--- config.mk ---
export PLATFORM = sky130hd
export DESIGN_NAME = pfbu_flow_unit
export DESIGN_NICKNAME = d
export VERILOG_FILES = /design/src/shared/pfbu_pkg.sv /design/src/rtl/pfbu_compare.sv /design/src/rtl/pfbu_flow_unit.sv
export VERILOG_INCLUDE_DIRS = /design/src /design/src/shared
export SDC_FILE = /design/constraint.sdc
export NUM_CORES = 1
export LEC_CHECK = 0
export ABC_AREA = 1
export BUFFER_PORTS_ARGS = -buffer_cell sky130_fd_sc_hd__buf_4
export CORE_UTILIZATION = 30
export CTS_CLUSTER_SIZE = 8
export DETAILED_ROUTE_END_ITERATION = 16
export PLACE_DENSITY = 0.56
export SLEW_MARGIN = 20
export SYNTH_ARGS = -nofsm -noshare
export SYNTH_HDL_FRONTEND = slang
export SYNTH_SLANG_ARGS = --single-unit
--- constraint.sdc ---
create_clock -name sys_clk -period 5.3 [get_ports sys_clk]
set_clock_uncertainty 0.05 [all_clocks]
set_input_delay 0 -clock sys_clk [delete_from_list [all_inputs] [get_ports sys_clk]]
set_output_delay 0 -clock sys_clk [all_outputs]
set_load 0.005 [all_outputs]
--- src/shared/pfbu_defines.svh ---
// Constants of the program flow branch unit: widths, flag positions, offsets, cycle counts
`ifndef PFBU_DEFINES_SVH
`define PFBU_DEFINES_SVH

`define PFBU_PC_W 22
`define PFBU_SP_W 16
`define PFBU_CNT_W 3

// Status flag bit positions
`define PFBU_FLAG_C 3'd0
`define PFBU_FLAG_Z 3'd1
`define PFBU_FLAG_N 3'd2
`define PFBU_FLAG_V 3'd3
`define PFBU_FLAG_H 3'd5
`define PFBU_FLAG_I 3'd7

// Register byte offsets on the bus
`define PFBU_OFS_FLAGS 8'h00
`define PFBU_OFS_EXT_HIGH 8'h04
`define PFBU_OFS_STACK_PTR 8'h08
`define PFBU_OFS_PC 8'h0c
`define PFBU_OFS_STATE 8'h10

// Reset values
`define PFBU_RST_FLAGS 8'h00
`define PFBU_RST_EXT_HIGH 8'h00
`define PFBU_RST_STACK_PTR 16'hffff
`define PFBU_RST_PC 22'h000000

// Cycle counts per instruction
`define PFBU_CYC_ONE 3'h1
`define PFBU_CYC_JUMP 3'h2
`define PFBU_CYC_CALL_IND 3'h4
`define PFBU_CYC_CALL_DIR 3'h5
`define PFBU_CYC_RETURN 3'h5
`define PFBU_CYC_SKIP_ONE 3'h2
`define PFBU_CYC_SKIP_TWO 3'h3
`define PFBU_CYC_BR_TAKEN 3'h2

// Return address bytes moved through the stack, and PC step sizes
`define PFBU_STK_BYTES 2'h3
`define PFBU_PC_STEP_ONE 22'h000001
`define PFBU_PC_STEP_TWO 22'h000002
`define PFBU_PC_STEP_THREE 22'h000003

`endif

--- src/shared/pfbu_pkg.sv ---
// Types of the program flow branch unit
package pfbu_pkg;

  typedef enum logic [4:0] {
    sequential_op = 5'h00,
    indirect_jump_op = 5'h01,
    extended_indirect_jump_op = 5'h02,
    indirect_call_op = 5'h03,
    extended_indirect_call_op = 5'h04,
    direct_call_op = 5'h05,
    subroutine_return_op = 5'h06,
    interrupt_return_op = 5'h07,
    compare_skip_equal_op = 5'h08,
    register_compare_op = 5'h09,
    compare_with_borrow_op = 5'h0a,
    compare_immediate_op = 5'h0b,
    skip_reg_bit_clear_op = 5'h0c,
    skip_reg_bit_one_op = 5'h0d,
    skip_io_bit_clear_op = 5'h0e,
    skip_io_bit_one_op = 5'h0f,
    branch_flag_one_op = 5'h10,
    branch_flag_clear_op = 5'h11,
    branch_equal_op = 5'h12
  } pfbu_op_t;

  typedef enum logic [1:0] {
    PFBU_ST_IDLE = 2'b01,
    PFBU_ST_RUN = 2'b10
  } pfbu_state_t;

  // One decoded instruction as handed over by the fetch stage
  typedef struct packed {
    pfbu_op_t op;
    logic [7:0] immediate;
    logic [2:0] bitSel;
    logic [6:0] offset;
    logic [21:0] target;
  } pfbu_instr_t;

  typedef struct packed {
    logic [21:0] addr;
    logic [7:0] data;
  } pfbu_stack_word_t;

endpackage

--- src/rtl/pfbu_compare.sv ---
// Subtract-and-discard comparator producing the arithmetic status flags
`timescale 1ns/1ps
`default_nettype none
`include "pfbu_defines.svh"

module pfbu_compare (
  input wire logic [7:0] opA,
  input wire logic [7:0] opB,
  input wire logic useCarry,
  input wire logic [7:0] flagsIn,
  output logic [7:0] flagsOut
);

  logic borrowIn;
  logic [8:0] diff;
  logic [7:0] res;

  assign borrowIn = useCarry & flagsIn[`PFBU_FLAG_C];
  assign diff = {1'b0, opA} - {1'b0, opB} - {8'h00, borrowIn};
  assign res = diff[7:0];

  always_comb
  begin
    flagsOut = flagsIn;
    flagsOut[`PFBU_FLAG_C] = diff[8];
    // With borrow, a zero result only keeps Z so multi-byte compares chain
    flagsOut[`PFBU_FLAG_Z] = (res == 8'h00) & (~useCarry | flagsIn[`PFBU_FLAG_Z]);
    flagsOut[`PFBU_FLAG_N] = res[7];
    flagsOut[`PFBU_FLAG_V] = (opA[7] & ~opB[7] & ~res[7]) | (~opA[7] & opB[7] & res[7]);
    flagsOut[`PFBU_FLAG_H] = (~opA[3] & opB[3]) | (opB[3] & res[3]) | (res[3] & ~opA[3]);
  end

endmodule // pfbu_compare
`default_nettype wire

--- src/rtl/pfbu_flow_unit.sv ---
// Program flow branch unit: jumps, calls, returns, compares, skips and branches
// Operation
// - Indirect jump loads PC from pointer pair, 2 cycles, flags untouched.
// - Extended indirect jump loads PC from high register over pointer, 2 cycles.
// - Indirect call goes to pointer pair address, 4 cycles, no flag change.
// - Extended indirect call goes to high register joined with pointer, 4 cycles.
// - Direct call loads PC with instruction constant, 5 cycles, flags kept.
// - Subroutine return reloads PC from stack, 5 cycles, flags kept.
// - Interrupt return reloads PC from stack, sets interrupt enable, 5 cycles.
// - Compare-skip-equal skips next instruction on match, 1/2/3 cycles, flags kept.
// - Register compare subtracts (and carry), updates Z N V C H, 1 cycle.
// - Immediate compare subtracts constant, updates Z N V C H, 1 cycle.
// - Register bit skip tests a bit, skips on clear or set, 1/2/3 cycles.
// - I/O bit skip tests an I/O bit, skips on clear or set, 1/2/3 cycles.
// - Flag branch adds offset plus one when flag matches; equal tests Z.
`timescale 1ns/1ps
`default_nettype none
`include "pfbu_defines.svh"

module pfbu_flow_unit (
  input wire logic sys_clk,
  input wire logic rst_n,
  input wire logic hsel,
  input wire logic [31:0] haddr,
  input wire logic [1:0] htrans,
  input wire logic hwrite,
  input wire logic [2:0] hsize,
  input wire logic [31:0] hwdata,
  input wire logic hready,
  output logic hreadyout,
  output logic hresp,
  output logic [31:0] hrdata,
  input wire logic instValid,
  output logic instReady,
  input wire pfbu_pkg::pfbu_instr_t instIn,
  input wire logic [7:0] rdVal,
  input wire logic [7:0] rrVal,
  input wire logic [7:0] ioVal,
  input wire logic [15:0] zPtr,
  input wire logic nextTwoWord,
  output logic instDone,
  output logic [21:0] pcOut,
  output logic [7:0] flagsOut,
  output logic [15:0] stkAddr,
  output logic [7:0] stkWrData,
  output logic stkWe,
  output logic stkRe,
  input wire logic [7:0] stkRdData
);

  pfbu_pkg::pfbu_state_t state_q;
  logic [`PFBU_CNT_W-1:0] cycLeft_q;
  logic [`PFBU_PC_W-1:0] pc_q;
  logic [`PFBU_PC_W-1:0] target_q;
  logic [`PFBU_PC_W-1:0] retPc_q;
  logic [23:0] popAddr_q;
  logic [1:0] pushLeft_q;
  logic [1:0] popLeft_q;
  logic popWait_q;
  logic useStack_q;
  logic setIe_q;
  logic [7:0] flags_q;
  logic [7:0] extHigh_q;
  logic [`PFBU_SP_W-1:0] sp_q;
  logic done_q;

  logic take;
  logic finish;
  logic [`PFBU_CNT_W-1:0] cycNew;
  logic [`PFBU_PC_W-1:0] tgtNew;
  logic [`PFBU_PC_W-1:0] retNew;
  logic pushNew;
  logic popNew;
  logic cmpNew;
  logic cmpCarry;
  logic [7:0] cmpB;
  logic [7:0] cmpFlags;
  logic skipHit;
  logic brHit;
  logic [`PFBU_PC_W-1:0] pcNext1;
  logic [`PFBU_PC_W-1:0] pcSkip;
  logic [`PFBU_PC_W-1:0] brTarget;
  logic [23:0] extTarget;
  logic pushNow;
  logic popNow;

  // Bus side registers
  logic wrPend_q;
  logic [7:0] wrOfs_q;
  logic busTake;
  logic swFlagsWr;
  logic swExtWr;
  logic swSpWr;
  logic [31:0] readMux;

  assign take = instValid && (state_q == pfbu_pkg::PFBU_ST_IDLE);
  assign instReady = (state_q == pfbu_pkg::PFBU_ST_IDLE);
  assign finish = (state_q == pfbu_pkg::PFBU_ST_RUN) && (cycLeft_q == `PFBU_CYC_ONE);
  assign pushNow = (state_q == pfbu_pkg::PFBU_ST_RUN) && (pushLeft_q != 2'h0);
  assign popNow = (state_q == pfbu_pkg::PFBU_ST_RUN) && (popLeft_q != 2'h0);

  assign pcNext1 = pc_q + `PFBU_PC_STEP_ONE;
  // Skipped instruction length decides the jump over it
  assign pcSkip = pc_q + (nextTwoWord ? `PFBU_PC_STEP_THREE : `PFBU_PC_STEP_TWO);
  assign brTarget = pcNext1 + {{(`PFBU_PC_W-7){instIn.offset[6]}}, instIn.offset};
  // The joined address is wider than the PC; only the PC width is reachable
  assign extTarget = {extHigh_q, zPtr};

  pfbu_compare u_compare (
    .opA(rdVal),
    .opB(cmpB),
    .useCarry(cmpCarry),
    .flagsIn(flags_q),
    .flagsOut(cmpFlags)
  );

  always_comb
  begin
    skipHit = 1'b0;
    brHit = 1'b0;
    unique case (instIn.op)
      pfbu_pkg::compare_skip_equal_op: skipHit = (rdVal == rrVal);
      pfbu_pkg::skip_reg_bit_clear_op: skipHit = ~rrVal[instIn.bitSel];
      pfbu_pkg::skip_reg_bit_one_op: skipHit = rrVal[instIn.bitSel];
      pfbu_pkg::skip_io_bit_clear_op: skipHit = ~ioVal[instIn.bitSel];
      pfbu_pkg::skip_io_bit_one_op: skipHit = ioVal[instIn.bitSel];
      pfbu_pkg::branch_flag_one_op: brHit = flags_q[instIn.bitSel];
      pfbu_pkg::branch_flag_clear_op: brHit = ~flags_q[instIn.bitSel];
      pfbu_pkg::branch_equal_op: brHit = flags_q[`PFBU_FLAG_Z];
      default:
      begin
        skipHit = 1'b0;
        brHit = 1'b0;
      end
    endcase
  end

  always_comb
  begin
    cycNew = `PFBU_CYC_ONE;
    tgtNew = pcNext1;
    retNew = pcNext1;
    pushNew = 1'b0;
    popNew = 1'b0;
    cmpNew = 1'b0;
    cmpCarry = 1'b0;
    cmpB = rrVal;
    unique case (instIn.op)
      pfbu_pkg::indirect_jump_op:
      begin
        cycNew = `PFBU_CYC_JUMP;
        tgtNew = {{(`PFBU_PC_W-16){1'b0}}, zPtr};
      end
      pfbu_pkg::extended_indirect_jump_op:
      begin
        cycNew = `PFBU_CYC_JUMP;
        tgtNew = extTarget[`PFBU_PC_W-1:0];
      end
      pfbu_pkg::indirect_call_op:
      begin
        cycNew = `PFBU_CYC_CALL_IND;
        tgtNew = {{(`PFBU_PC_W-16){1'b0}}, zPtr};
        pushNew = 1'b1;
      end
      pfbu_pkg::extended_indirect_call_op:
      begin
        cycNew = `PFBU_CYC_CALL_IND;
        tgtNew = extTarget[`PFBU_PC_W-1:0];
        pushNew = 1'b1;
      end
      pfbu_pkg::direct_call_op:
      begin
        cycNew = `PFBU_CYC_CALL_DIR;
        tgtNew = instIn.target;
        // Two-word call: the return lands after the constant word
        retNew = pc_q + `PFBU_PC_STEP_TWO;
        pushNew = 1'b1;
      end
      pfbu_pkg::subroutine_return_op, pfbu_pkg::interrupt_return_op:
      begin
        cycNew = `PFBU_CYC_RETURN;
        popNew = 1'b1;
      end
      pfbu_pkg::register_compare_op:
        cmpNew = 1'b1;
      pfbu_pkg::compare_with_borrow_op:
      begin
        cmpNew = 1'b1;
        cmpCarry = 1'b1;
      end
      pfbu_pkg::compare_immediate_op:
      begin
        cmpNew = 1'b1;
        cmpB = instIn.immediate;
      end
      pfbu_pkg::compare_skip_equal_op, pfbu_pkg::skip_reg_bit_clear_op,
      pfbu_pkg::skip_reg_bit_one_op, pfbu_pkg::skip_io_bit_clear_op,
      pfbu_pkg::skip_io_bit_one_op:
      begin
        if (skipHit)
        begin
          cycNew = nextTwoWord ? `PFBU_CYC_SKIP_TWO : `PFBU_CYC_SKIP_ONE;
          tgtNew = pcSkip;
        end
      end
      pfbu_pkg::branch_flag_one_op, pfbu_pkg::branch_flag_clear_op,
      pfbu_pkg::branch_equal_op:
      begin
        if (brHit)
        begin
          cycNew = `PFBU_CYC_BR_TAKEN;
          tgtNew = brTarget;
        end
      end
      default:
      begin
        cycNew = `PFBU_CYC_ONE;
      end
    endcase
  end

  // Sequencer: one instruction in flight, PC moves on its last edge
  always_ff @(posedge sys_clk)
  begin
    if (!rst_n)
    begin
      state_q <= pfbu_pkg::PFBU_ST_IDLE;
      cycLeft_q <= '0;
    end
    else if (take)
    begin
      state_q <= pfbu_pkg::PFBU_ST_RUN;
      cycLeft_q <= cycNew;
    end
    else if (finish)
    begin
      state_q <= pfbu_pkg::PFBU_ST_IDLE;
      cycLeft_q <= '0;
    end
    else if (state_q == pfbu_pkg::PFBU_ST_RUN)
    begin
      cycLeft_q <= cycLeft_q - `PFBU_CYC_ONE;
    end
  end

  always_ff @(posedge sys_clk)
  begin
    if (!rst_n)
    begin
      target_q <= `PFBU_RST_PC;
      retPc_q <= `PFBU_RST_PC;
      useStack_q <= 1'b0;
      setIe_q <= 1'b0;
    end
    else if (take)
    begin
      target_q <= tgtNew;
      retPc_q <= retNew;
      useStack_q <= popNew;
      setIe_q <= (instIn.op == pfbu_pkg::interrupt_return_op);
    end
  end

  always_ff @(posedge sys_clk)
  begin
    if (!rst_n)
      pc_q <= `PFBU_RST_PC;
    else if (finish)
      pc_q <= useStack_q ? popAddr_q[`PFBU_PC_W-1:0] : target_q;
  end

  always_ff @(posedge sys_clk)
  begin
    if (!rst_n)
      done_q <= 1'b0;
    else
      done_q <= finish;
  end

  // Stack traffic: low byte pushed first, so high byte pops first
  always_ff @(posedge sys_clk)
  begin
    if (!rst_n)
    begin
      pushLeft_q <= 2'h0;
      popLeft_q <= 2'h0;
    end
    else if (take)
    begin
      pushLeft_q <= pushNew ? `PFBU_STK_BYTES : 2'h0;
      popLeft_q <= popNew ? `PFBU_STK_BYTES : 2'h0;
    end
    else
    begin
      if (pushNow)
        pushLeft_q <= pushLeft_q - 2'h1;
      if (popNow)
        popLeft_q <= popLeft_q - 2'h1;
    end
  end

  always_ff @(posedge sys_clk)
  begin
    if (!rst_n)
    begin
      popWait_q <= 1'b0;
      popAddr_q <= '0;
    end
    else
    begin
      popWait_q <= popNow;
      if (popWait_q)
        popAddr_q <= {popAddr_q[15:0], stkRdData};
    end
  end

  always_comb
  begin
    stkWrData = retPc_q[7:0];
    unique case (pushLeft_q)
      2'h2: stkWrData = retPc_q[15:8];
      2'h1: stkWrData = {{(24-`PFBU_PC_W){1'b0}}, retPc_q[`PFBU_PC_W-1:16]};
      default: stkWrData = retPc_q[7:0];
    endcase
  end

  // Push writes at the pointer then moves down; pop moves up then reads
  assign stkWe = pushNow;
  assign stkRe = popNow;
  assign stkAddr = popNow ? sp_q + 16'h0001 : sp_q;

  // AHB-Lite slave: zero wait states, always OKAY
  assign busTake = hsel && hready && htrans[1];
  assign hreadyout = 1'b1;
  assign hresp = 1'b0;
  assign swFlagsWr = wrPend_q && (wrOfs_q == `PFBU_OFS_FLAGS);
  assign swExtWr = wrPend_q && (wrOfs_q == `PFBU_OFS_EXT_HIGH);
  assign swSpWr = wrPend_q && (wrOfs_q == `PFBU_OFS_STACK_PTR);

  always_ff @(posedge sys_clk)
  begin
    if (!rst_n)
    begin
      wrPend_q <= 1'b0;
      wrOfs_q <= 8'h00;
    end
    else
    begin
      wrPend_q <= busTake && hwrite && (haddr[31:8] == 24'h000000);
      wrOfs_q <= haddr[7:0];
    end
  end

  always_comb
  begin
    readMux = 32'h00000000;
    if (haddr[31:8] == 24'h000000)
    begin
      unique case (haddr[7:0])
        `PFBU_OFS_FLAGS: readMux = {24'h000000, flags_q};
        `PFBU_OFS_EXT_HIGH: readMux = {24'h000000, extHigh_q};
        `PFBU_OFS_STACK_PTR: readMux = {16'h0000, sp_q};
        `PFBU_OFS_PC: readMux = {{(32-`PFBU_PC_W){1'b0}}, pc_q};
        `PFBU_OFS_STATE: readMux = {31'h00000000, state_q == pfbu_pkg::PFBU_ST_RUN};
        default: readMux = 32'h00000000;
      endcase
    end
  end

  always_ff @(posedge sys_clk)
  begin
    if (!rst_n)
      hrdata <= 32'h00000000;
    else if (busTake && !hwrite)
      hrdata <= readMux;
  end

  // Hardware flag updates override a software write in the same cycle
  always_ff @(posedge sys_clk)
  begin
    if (!rst_n)
      flags_q <= `PFBU_RST_FLAGS;
    else if (take && cmpNew)
      flags_q <= cmpFlags;
    else if (finish && setIe_q)
    begin
      flags_q <= swFlagsWr ? hwdata[7:0] : flags_q;
      flags_q[`PFBU_FLAG_I] <= 1'b1;
    end
    else if (swFlagsWr)
      flags_q <= hwdata[7:0];
  end

  always_ff @(posedge sys_clk)
  begin
    if (!rst_n)
      extHigh_q <= `PFBU_RST_EXT_HIGH;
    else if (swExtWr)
      extHigh_q <= hwdata[7:0];
  end

  // Stack moves by hardware win over a software pointer write
  always_ff @(posedge sys_clk)
  begin
    if (!rst_n)
      sp_q <= `PFBU_RST_STACK_PTR;
    else if (pushNow)
      sp_q <= sp_q - 16'h0001;
    else if (popNow)
      sp_q <= sp_q + 16'h0001;
    else if (swSpWr)
      sp_q <= hwdata[15:0];
  end

  assign instDone = done_q;
  assign pcOut = pc_q;
  assign flagsOut = flags_q;

endmodule // pfbu_flow_unit
`default_nettype wire

---- Word-level counts from Yosys, hierarchy flattened ----
Index checks and enable logic that the tools add are counted.
storage, ports and cells
  word-level logic and storage cells ...... 166
  input port bits ......................... 169
  output and inout bits ................... 92
  bits in registers ....................... 174
operators by class
  reductions and logical operators ........ 38
  add/subtract/negate cells ............... 11
  bitwise logic cells ..................... 22
  mux-type cells .......................... 44
  order comparisons ....................... 1
  equality and inequality tests ........... 30
operators by type and width
  operator                                                                count
  22-bit case mux with 5 select lines                                     2
  22-bit two-way mux                                                      5
  16-bit two-way mux                                                      4
  5-bit by 4-bit equality test with 1-bit output (second input constant)  8
  8-bit by 4-bit equality test with 1-bit output (second input constant)  3
  24-bit zero test                                                        1
  8-bit zero test                                                         3
  8-bit two-way mux                                                       3
  22-bit by 1-bit adder with 22-bit output (second input constant)        1
  22-bit by 2-bit adder with 22-bit output                                1
  22-bit by 2-bit adder with 22-bit output (second input constant)        1
  22-bit adder                                                            1
  5-bit by 3-bit equality test with 1-bit output (second input constant)  4
  2-bit two-way mux                                                       10
  16-bit by 1-bit adder with 16-bit output (second input constant)        1
  8-bit by 3-bit equality test with 1-bit output (second input constant)  2
  8-bit case mux with 2 select lines                                      1
  16-bit by 1-bit subtractor with 16-bit output (second input constant)   1
  5-bit equality test (second input constant)                             3
  3-bit case mux with 5 select lines                                      1
  1-bit logical AND                                                       14
  2-bit nonzero test                                                      6
  3-bit OR reduction                                                      4
  5-bit by 2-bit equality test with 1-bit output (second input constant)  2
  other kinds (25)                                                        64

---- Logic depth before layout (Yosys ltp) ----
Gate-level depths: netlist (run 1).
  depth after elaboration ................. 8
  depth in mapped cells ................... 24

---- Cells and area by module ----
A second synthesis (run 1) with hierarchy kept.
unflattened totals
  cells, all modules ...................... 2084
  area total of the unflattened synthesis .. 12856.1 µm²
modules (own cells, without submodules)
  module          instances  area each (µm²)  seq. area each (µm²)  cells an instance
  pfbu_flow_unit  1          12182.9          3283.1                1966
  pfbu_compare    1          673.1            0.0                   118

---- Least setup slack after synthesis (run 1) ----
No wires, ideal clock.
  kind .................................... reg2reg
  start point ............................. register pc_q[1] (netlist: pcOut[1])
  end point ............................... register target_q[21]
  arrival ................................. 2691 ps
  stages on the path, launching flop included .. 23
  setup slack ............................. 2427 ps
  cell sequence ........................... dfxtp_1 > ha_1 > inv_1 > nor2_2 > inv_1 > nor2_1 > nand2_1 > xor2_1 > inv_1 > ha_1 > nand2_1 > nor2_1 > nand2_1 > nor2_1 > nand2_1 > nand3_1 > nand2_1 > nand3_1 > nand2_1 > nand3_1 > nand2_1 > nand2_1 > a21oi_1
on the way
  cells in the longest elaborated chain, start to end .. 4
RTL lines
  element                                             line                   text
  start: declaration                                  pfbu_flow_unit.sv:53   logic [`PFBU_PC_W-1:0] pc_q;
  start signal: assignment                            pfbu_flow_unit.sv:267  pc_q <= `PFBU_RST_PC;
  start signal: assignment                            pfbu_flow_unit.sv:269  pc_q <= useStack_q ? popAddr_q[`PFBU_PC_W-1:0] : target_q;
  22-bit by 1-bit adder with 22-bit output (no line)  -
  22-bit adder                                        pfbu_flow_unit.sv:105  assign brTarget = pcNext1 + {{(`PFBU_PC_W-7){instIn.offset[6]}}, instIn.offset};
  22-bit two-way mux                                  pfbu_flow_unit.sv:209  if (brHit)
  22-bit case mux with 5 select lines *               pfbu_flow_unit.sv:148  unique case (instIn.op)
  end signal: assignment                              pfbu_flow_unit.sv:250  target_q <= `PFBU_RST_PC;
  end signal: assignment                              pfbu_flow_unit.sv:257  target_q <= tgtNew;
  end: declaration                                    pfbu_flow_unit.sv:54   logic [`PFBU_PC_W-1:0] target_q;
Every way passes the cells marked *; elsewhere a longest branch is shown, timed or not.
A chain may end at the register's enable or synchronous reset.

---- Worst setup path in the final report (run 1) ----
  start point ............................. register pc_q[1] (netlist: pcOut[1])
  end point ............................... register target_q[8]
Same word-level chain as after synthesis.

==> results of run 1 <==
-- worst min-delay path by stage --
stage	startpoint	endpoint	slack [ns]	cells past startpoint
detailed placement	haddr[5]	wrOfs_q[5]	0.14	3
global placement	haddr[0]	wrOfs_q[0]	0.14	3
finish	zPtr[11]	target_q[11]	-0.009	7
floorplan	haddr[0]	wrOfs_q[0]	0.04	2
CTS	zPtr[11]	target_q[11]	0.006	7
global route	zPtr[11]	target_q[11]	0.04	7
-- repair_timing --
| action | 4_1_cts | 5_1_grt |
|---|---|---|
| hold buffers | 55 | 0 |
| endpoints found under the setup margin | 0 | 0 |
| endpoints found under the hold margin | 60 | 0 |
-- layout make-up --
type	count	area, sq um	area share [%]
well taps	532	666	4.27
flip-flops and latches	164	3280	21.0
repair buffers	297	2370	15.2
inverters	277	1040	6.69
multi-input cells	1461	7680	49.2
clock inverters	13	124	0.794
clock buffers	19	443	2.84
-- state kept, by name (all words and copies together) (netlist names), named ones only --
| name | flops |
|---|---|
| hrdata | 22 |
| pcOut | 22 |
| popAddr_q | 22 |
| retPc_q | 22 |
| target_q | 22 |
| sp_q | 16 |
| extHigh_q | 8 |
| wrOfs_q | 8 |
| flagsOut | 7 |
| cycLeft_q | 3 |
| popLeft_q | 2 |
| pushLeft_q | 2 |
| state_q | 2 |
| instDone | 1 |
| popWait_q | 1 |
| setIe_q | 1 |
| useStack_q | 1 |
| wrPend_q | 1 |
-- through the flow --
stage                     cell area [sq um]  hold slack, ns
after detailed placement              14500           0.143
after global routing                  15600          0.0363
after CTS                             15600         0.00619
final                                 15600        -0.00898
after floorplan                       12500          0.0435
after global placement                14500           0.135
-- cell usage after synthesis (8+ instances only) --
library cell | n | area, sq um
buf_4 | 22 | 165
nor2_2 | 10 | 62.6
o211ai_1 | 32 | 240
nand3_1 | 111 | 556
xnor2_1 | 10 | 87.6
nand4_1 | 17 | 106
ha_1 | 53 | 663
a22oi_1 | 15 | 113
dfxtp_1 | 164 | 3280
or2_2 | 9 | 56.3
a221oi_1 | 8 | 70.1
a211oi_1 | 13 | 97.6
a31oi_1 | 23 | 144
a21oi_1 | 179 | 896
buf_2 | 18 | 90.1
o21bai_1 | 8 | 60.1
xor2_1 | 55 | 482
clkbuf_1 | 49 | 184
nand2_1 | 434 | 1630
nor2_1 | 220 | 826
o21ai_0 | 159 | 796
inv_2 | 8 | 30.0
inv_1 | 262 | 983
nor3_1 | 23 | 115
-- power by group --
part	total (W)	internal, W	switching (W)
Sequential	0.00131	0.00128	0.0000329
Combinational	0.000623	0.000259	0.000364
Clock	0.00122	0.000665	0.000551
Total	0.00315	0.00220	0.000947
-- routing by layer --
layer  up-vias  part of all wire, %
met5         -                    0
met4         0                  2.9
met3        54                  4.8
met2       412                   47
met1      6390                   45
li1       6962                    -
-- cell families after synthesis --
kind of cell	after synthesis	share of synthesized area, %
xor gates and xnor gates	65	4.56
DFF	164	26.3
other	2	0.0602
buffers and inverters	376	12.4
and+or+nand+nor	862	29.6
adders and majority gates	56	5.80
AOI/OAI and AO/OA	466	21.2
-- critical path, cell delays in order (launching register included) --
cell and delay, ns:
dfxtp_1 0.60, ha_1 0.30, inv_1 0.07, nor2_2 0.27, inv_1 0.14, nor2_1 0.13
xor2_1 0.36, ha_1 0.36, nand2_1 0.13, o21ai_0 0.12, inv_1 0.07, nand2_1 0.12
xor2_1 0.17, nand2_1 0.07, nand3_1 0.11, dlygate4sd3_1 0.61, a21oi_1 0.15, a31oi_1 0.09
==> results.sh, run 1 <==
export IMPL_portBuffers=228
export IMPL_worstReg2RegStart="pcOut[1]"
export IMPL_rows=74
export IMPL_die_w_um=206
export IMPL_tritoncts="done"
export IMPL_r2r_cells=17
export IMPL_yosysWarnings=0
export IMPL_layoutNonFillerInstCount=2763
export IMPL_fp_dieH_um=206
export IMPL_min_period_over_period_pct=76.1
export IMPL_filler_cell_count=4451
export IMPL_cts_made_buffers=17
export IMPL_root_buffer="clkbuf_16"
export IMPL_peakVddDrop_mv=0.211
export IMPL_fin_util_pct=38.1
export IMPL_die_area_sq_mm=0.0424
export IMPL_grt_max_degree=78
export IMPL_syn_area_sq_mm=0.0125
export IMPL_yosysUniqueCellTypes=58
export IMPL_ys_dominant_reg_cell="dfxtp_1"
export IMPL_dp_hpwl_um=37500
export IMPL_antenna_left=0
export IMPL_critical_path_max_fanout=8
export IMPL_grt_setup_unrepaired="no"
export IMPL_dr_pass1_iters=5
export IMPL_drt_total_wl_um=48500
export IMPL_p_leak_nw=7.41
export IMPL_clk_pin_slew_ns=0.07
export IMPL_placedCellCount=2676
export IMPL_clockBufferDepth=2
export IMPL_antenna_found_initial=0
export IMPL_crit_path_start="pcOut[1]"
export IMPL_drc_errors=0
export IMPL_track_usage_pct=22.7
export IMPL_clock_sinks=164
export IMPL_layout_commonest_cell="nand2_1"
export IMPL_critPathRequiredTime_ns=5.56
export IMPL_final_cell_mix="nand2_1, inv_1, buf_4"
export IMPL_grt_busiest_layer="met2"
export IMPL_setup_viol=0
export IMPL_rrSetupSlack_ns=1.27
export IMPL_layout_nets=2443
export IMPL_pre_cts_ws_ns=1.48
export IMPL_synth_yosys_seq_area_share_pct=26.3
export IMPL_postCtsSetupBuffers=0
export IMPL_antenna_cells=0
export IMPL_start_util_pct=30.5
export IMPL_use_met2_pct=38.5
export IMPL_holdWs_ns=-0.00898
export IMPL_h_tree_depth=4
export IMPL_worstMarginPinSlew_ns=0.987
export IMPL_syn_inst=1991
export IMPL_async_flop_share_pct=0
export IMPL_grt_use_met3_pct=2.41
export IMPL_ys_ff_latch=164
export IMPL_fmax_mhz=248
export IMPL_run_status="finished with violations"
export IMPL_grt_pass1_vias=12900
export IMPL_cp_endpoint="target_q[8]"
export IMPL_violations="hold timing"
export IMPL_drv_slew=0
export IMPL_grt_overflow_total=0
export IMPL_routabilityCongestion=0.918
export IMPL_num_io_pins=261
export IMPL_hold_viol_final=1
export IMPL_globalRouteMet1Util_pct=29.9
export IMPL_drtIter0Drc=1016
export IMPL_via_per_inst=5.00
export IMPL_setup_tns_ns=0
export IMPL_routedWlPerCell_um=17.6
export IMPL_maxSlewHeadroom_pct=34.1
export IMPL_end_kind="flip-flop"
export IMPL_post_cts_resized=0
export IMPL_num_vias=13800
export IMPL_p_per_area_mw_per_mm2=202
export IMPL_area_growth_pct=25.1
export IMPL_hold_path_class="primary input to flip-flop"
export IMPL_worstSetupStartpointType="flip-flop"
export IMPL_drive_gt1_share_pct=14.6
export IMPL_maxCapViolations=0
export IMPL_fin_crit_ns=4.03
export IMPL_crit_type="flip-flop to flip-flop"
export IMPL_synth_edf_count=0
export IMPL_clk_insertion_delay_late_ns=0.44
export IMPL_r2r_end="target_q[8]"
export IMPL_syn_avg_cell_area_sq_um=6.26
export IMPL_worst_slack_ns=1.27
export IMPL_grt_pass1_wl_um=73300
export IMPL_coreArea_sq_mm=0.0409
export IMPL_p_total_w=0.00315
export IMPL_critPathArrivalTime_ns=4.30
Power figures use the tool's default switching activity.
==> inputs of run 2 (changes only) <==
==> constraint.sdc (replaced) <==
create_clock -name sys_clk -period 4.2 [get_ports sys_clk]
set_clock_uncertainty 0.05 [all_clocks]
set_input_delay 0 -clock sys_clk [delete_from_list [all_inputs] [get_ports sys_clk]]
set_output_delay 0 -clock sys_clk [all_outputs]
set_load 0.005 [all_outputs]
==> run 2 against run 1 <==
Sequential cell count unchanged; the flow now finishes without violations; worst hold slack improved by 0.015 ns; non-clock buffer count increased by 20; combinational power increased by 27%; first-iteration DRC count increased by 5.0%; critical path type unchanged; core utilization increased by 0.47 points; via count increased by 0.86%; critical endpoint unchanged.
==> results.sh, run 2 (same netlist as run 1, synthesis figures left out) <==
export IMPL_placedCellCount=2693
export IMPL_grt_max_degree=78
export IMPL_grt_pass1_wl_um=74300
export IMPL_clockBufferDepth=2
export IMPL_portBuffers=228
export IMPL_drive_gt1_share_pct=15.2
export IMPL_coreArea_sq_mm=0.0409
export IMPL_num_vias=13900
export IMPL_antenna_found_initial=0
export IMPL_layoutNonFillerInstCount=2783
export IMPL_critPathRequiredTime_ns=4.48
export IMPL_fin_crit_ns=3.94
export IMPL_p_leak_nw=7.57
export IMPL_top_layer_used="met4"
export IMPL_holdWs_ns=0.00643
export IMPL_maxCapViolations=0
export IMPL_drc_errors=0
export IMPL_h_tree_depth=4
export IMPL_crit_type="flip-flop to flip-flop"
export IMPL_fmax_mhz=254
export IMPL_root_buffer="clkbuf_16"
export IMPL_critical_path_max_fanout=10
export IMPL_maxSlewHeadroom_pct=35.2
export IMPL_die_w_um=206
export IMPL_setup_viol=0
export IMPL_layout_commonest_cell="nand2_1"
export IMPL_clk_insertion_delay_late_ns=0.45
export IMPL_wl_met1_um=22200
export IMPL_drv_slew=0
export IMPL_tritoncts="done"
export IMPL_critPathArrivalTime_ns=4.21
export IMPL_setup_tns_ns=0
export IMPL_peakVddDrop_mv=0.225
export IMPL_rows=74
export IMPL_track_usage_pct=23.1
export IMPL_cts_made_buffers=17
export IMPL_worstMarginPinSlew_ns=0.971
export IMPL_area_growth_pct=26.7
export IMPL_p_total_w=0.00410
export IMPL_drtIter0Drc=1067
export IMPL_grt_setup_unrepaired="no"
export IMPL_hold_path_class="primary input to flip-flop"
export IMPL_met3WireLength_um=2360
export IMPL_wl_met2_um=23500
export IMPL_antenna_cells=0
export IMPL_antenna_left=0
export IMPL_run_status="completed"
export IMPL_layout_nets=2463
export IMPL_worstSetupStartpointType="flip-flop"
export IMPL_hold_viol_final=0
export IMPL_end_kind="flip-flop"
export IMPL_grt_overflow_total=0
export IMPL_filler_cell_count=4423
export IMPL_routedWlPerCell_um=17.8
export IMPL_r2r_cells=16
export IMPL_final_cell_mix="nand2_1, inv_1, buf_4"
export IMPL_dp_hpwl_um=38500
export IMPL_dr_pass1_iters=5
export IMPL_fp_dieH_um=206
export IMPL_routabilityCongestion=0.962
export IMPL_num_io_pins=261
export IMPL_clk_pin_slew_ns=0.08
export IMPL_post_cts_resized=0
export IMPL_clock_sinks=164
export IMPL_postCtsSetupBuffers=0
export IMPL_fin_util_pct=38.6
export IMPL_via_per_inst=5.01
export IMPL_min_period_over_period_pct=93.8
export IMPL_whs_path_depth=7
export IMPL_die_area_sq_mm=0.0424
export IMPL_drt_total_wl_um=49500
export IMPL_p_per_area_mw_per_mm2=259
export IMPL_start_util_pct=30.5
export IMPL_grt_pass1_vias=13000
run 2: layout make-up:
cell class	count	area, sq um	share of cell area, %
clock buffer	18	429	2.72
tap	532	666	4.21
clock inverter	14	174	1.10
sequential	164	3280	20.8
multi-input combinational	1461	7680	48.6
inverter	277	1040	6.60
timing repair buffer	317	2520	16.0
run 2: what timing repair did:
action / 4_1_cts / 5_1_grt
hold buffers: 58 / 0
hold endpoints to repair: 78 / 0
setup endpoints to repair: 0 / 0
run 2: through the flow:
step | worst slack [ns] | area (sq um)
floorplan | 1.33 | 12500
global placement | 0.471 | 14600
detailed placement | 0.445 | 14600
CTS | 0.289 | 15800
global route | 0.0362 | 15800
finish | 0.260 | 15800
run 2: routing by layer:
metal	vias up	track usage, %
li1	6997	-
met1	6486	30.0
met2	396	39.3
met3	58	3.00
met4	0	7.80
met5	-	0
run 2: path summary, 6_finish.rpt:
kind / startpoint / end / slack [ns]
setup / recovery: pcOut[2] / target_q[8] / 0.26
setup reg to reg: pcOut[2] / target_q[8] / 0.26
hold / removal: zPtr[11] / target_q[11] / 0.006
hold reg to reg: hrdata[3] / hrdata[3] / 0.42
run 2: critical path, stage by stage (launching register included):
cell           delay [ns]
dfxtp_1              0.71
nand2_1              0.20
nor2_2               0.33
inv_1                0.15
nor2_1               0.13
xor2_1               0.35
ha_1                 0.35
nand2_1              0.13
o21ai_0              0.12
inv_1                0.07
nand2_1              0.12
xor2_1               0.17
nand2_1              0.06
nand3_1              0.09
dlygate4sd3_1        0.59
a21oi_1              0.12
a31oi_1              0.08
run 2: power breakdown:
part | switching (W) | internal (W)
registers | 0.0000373 | 0.00161
clock network | 0.000711 | 0.000944
logic | 0.000463 | 0.000331
total | 0.00121 | 0.00288
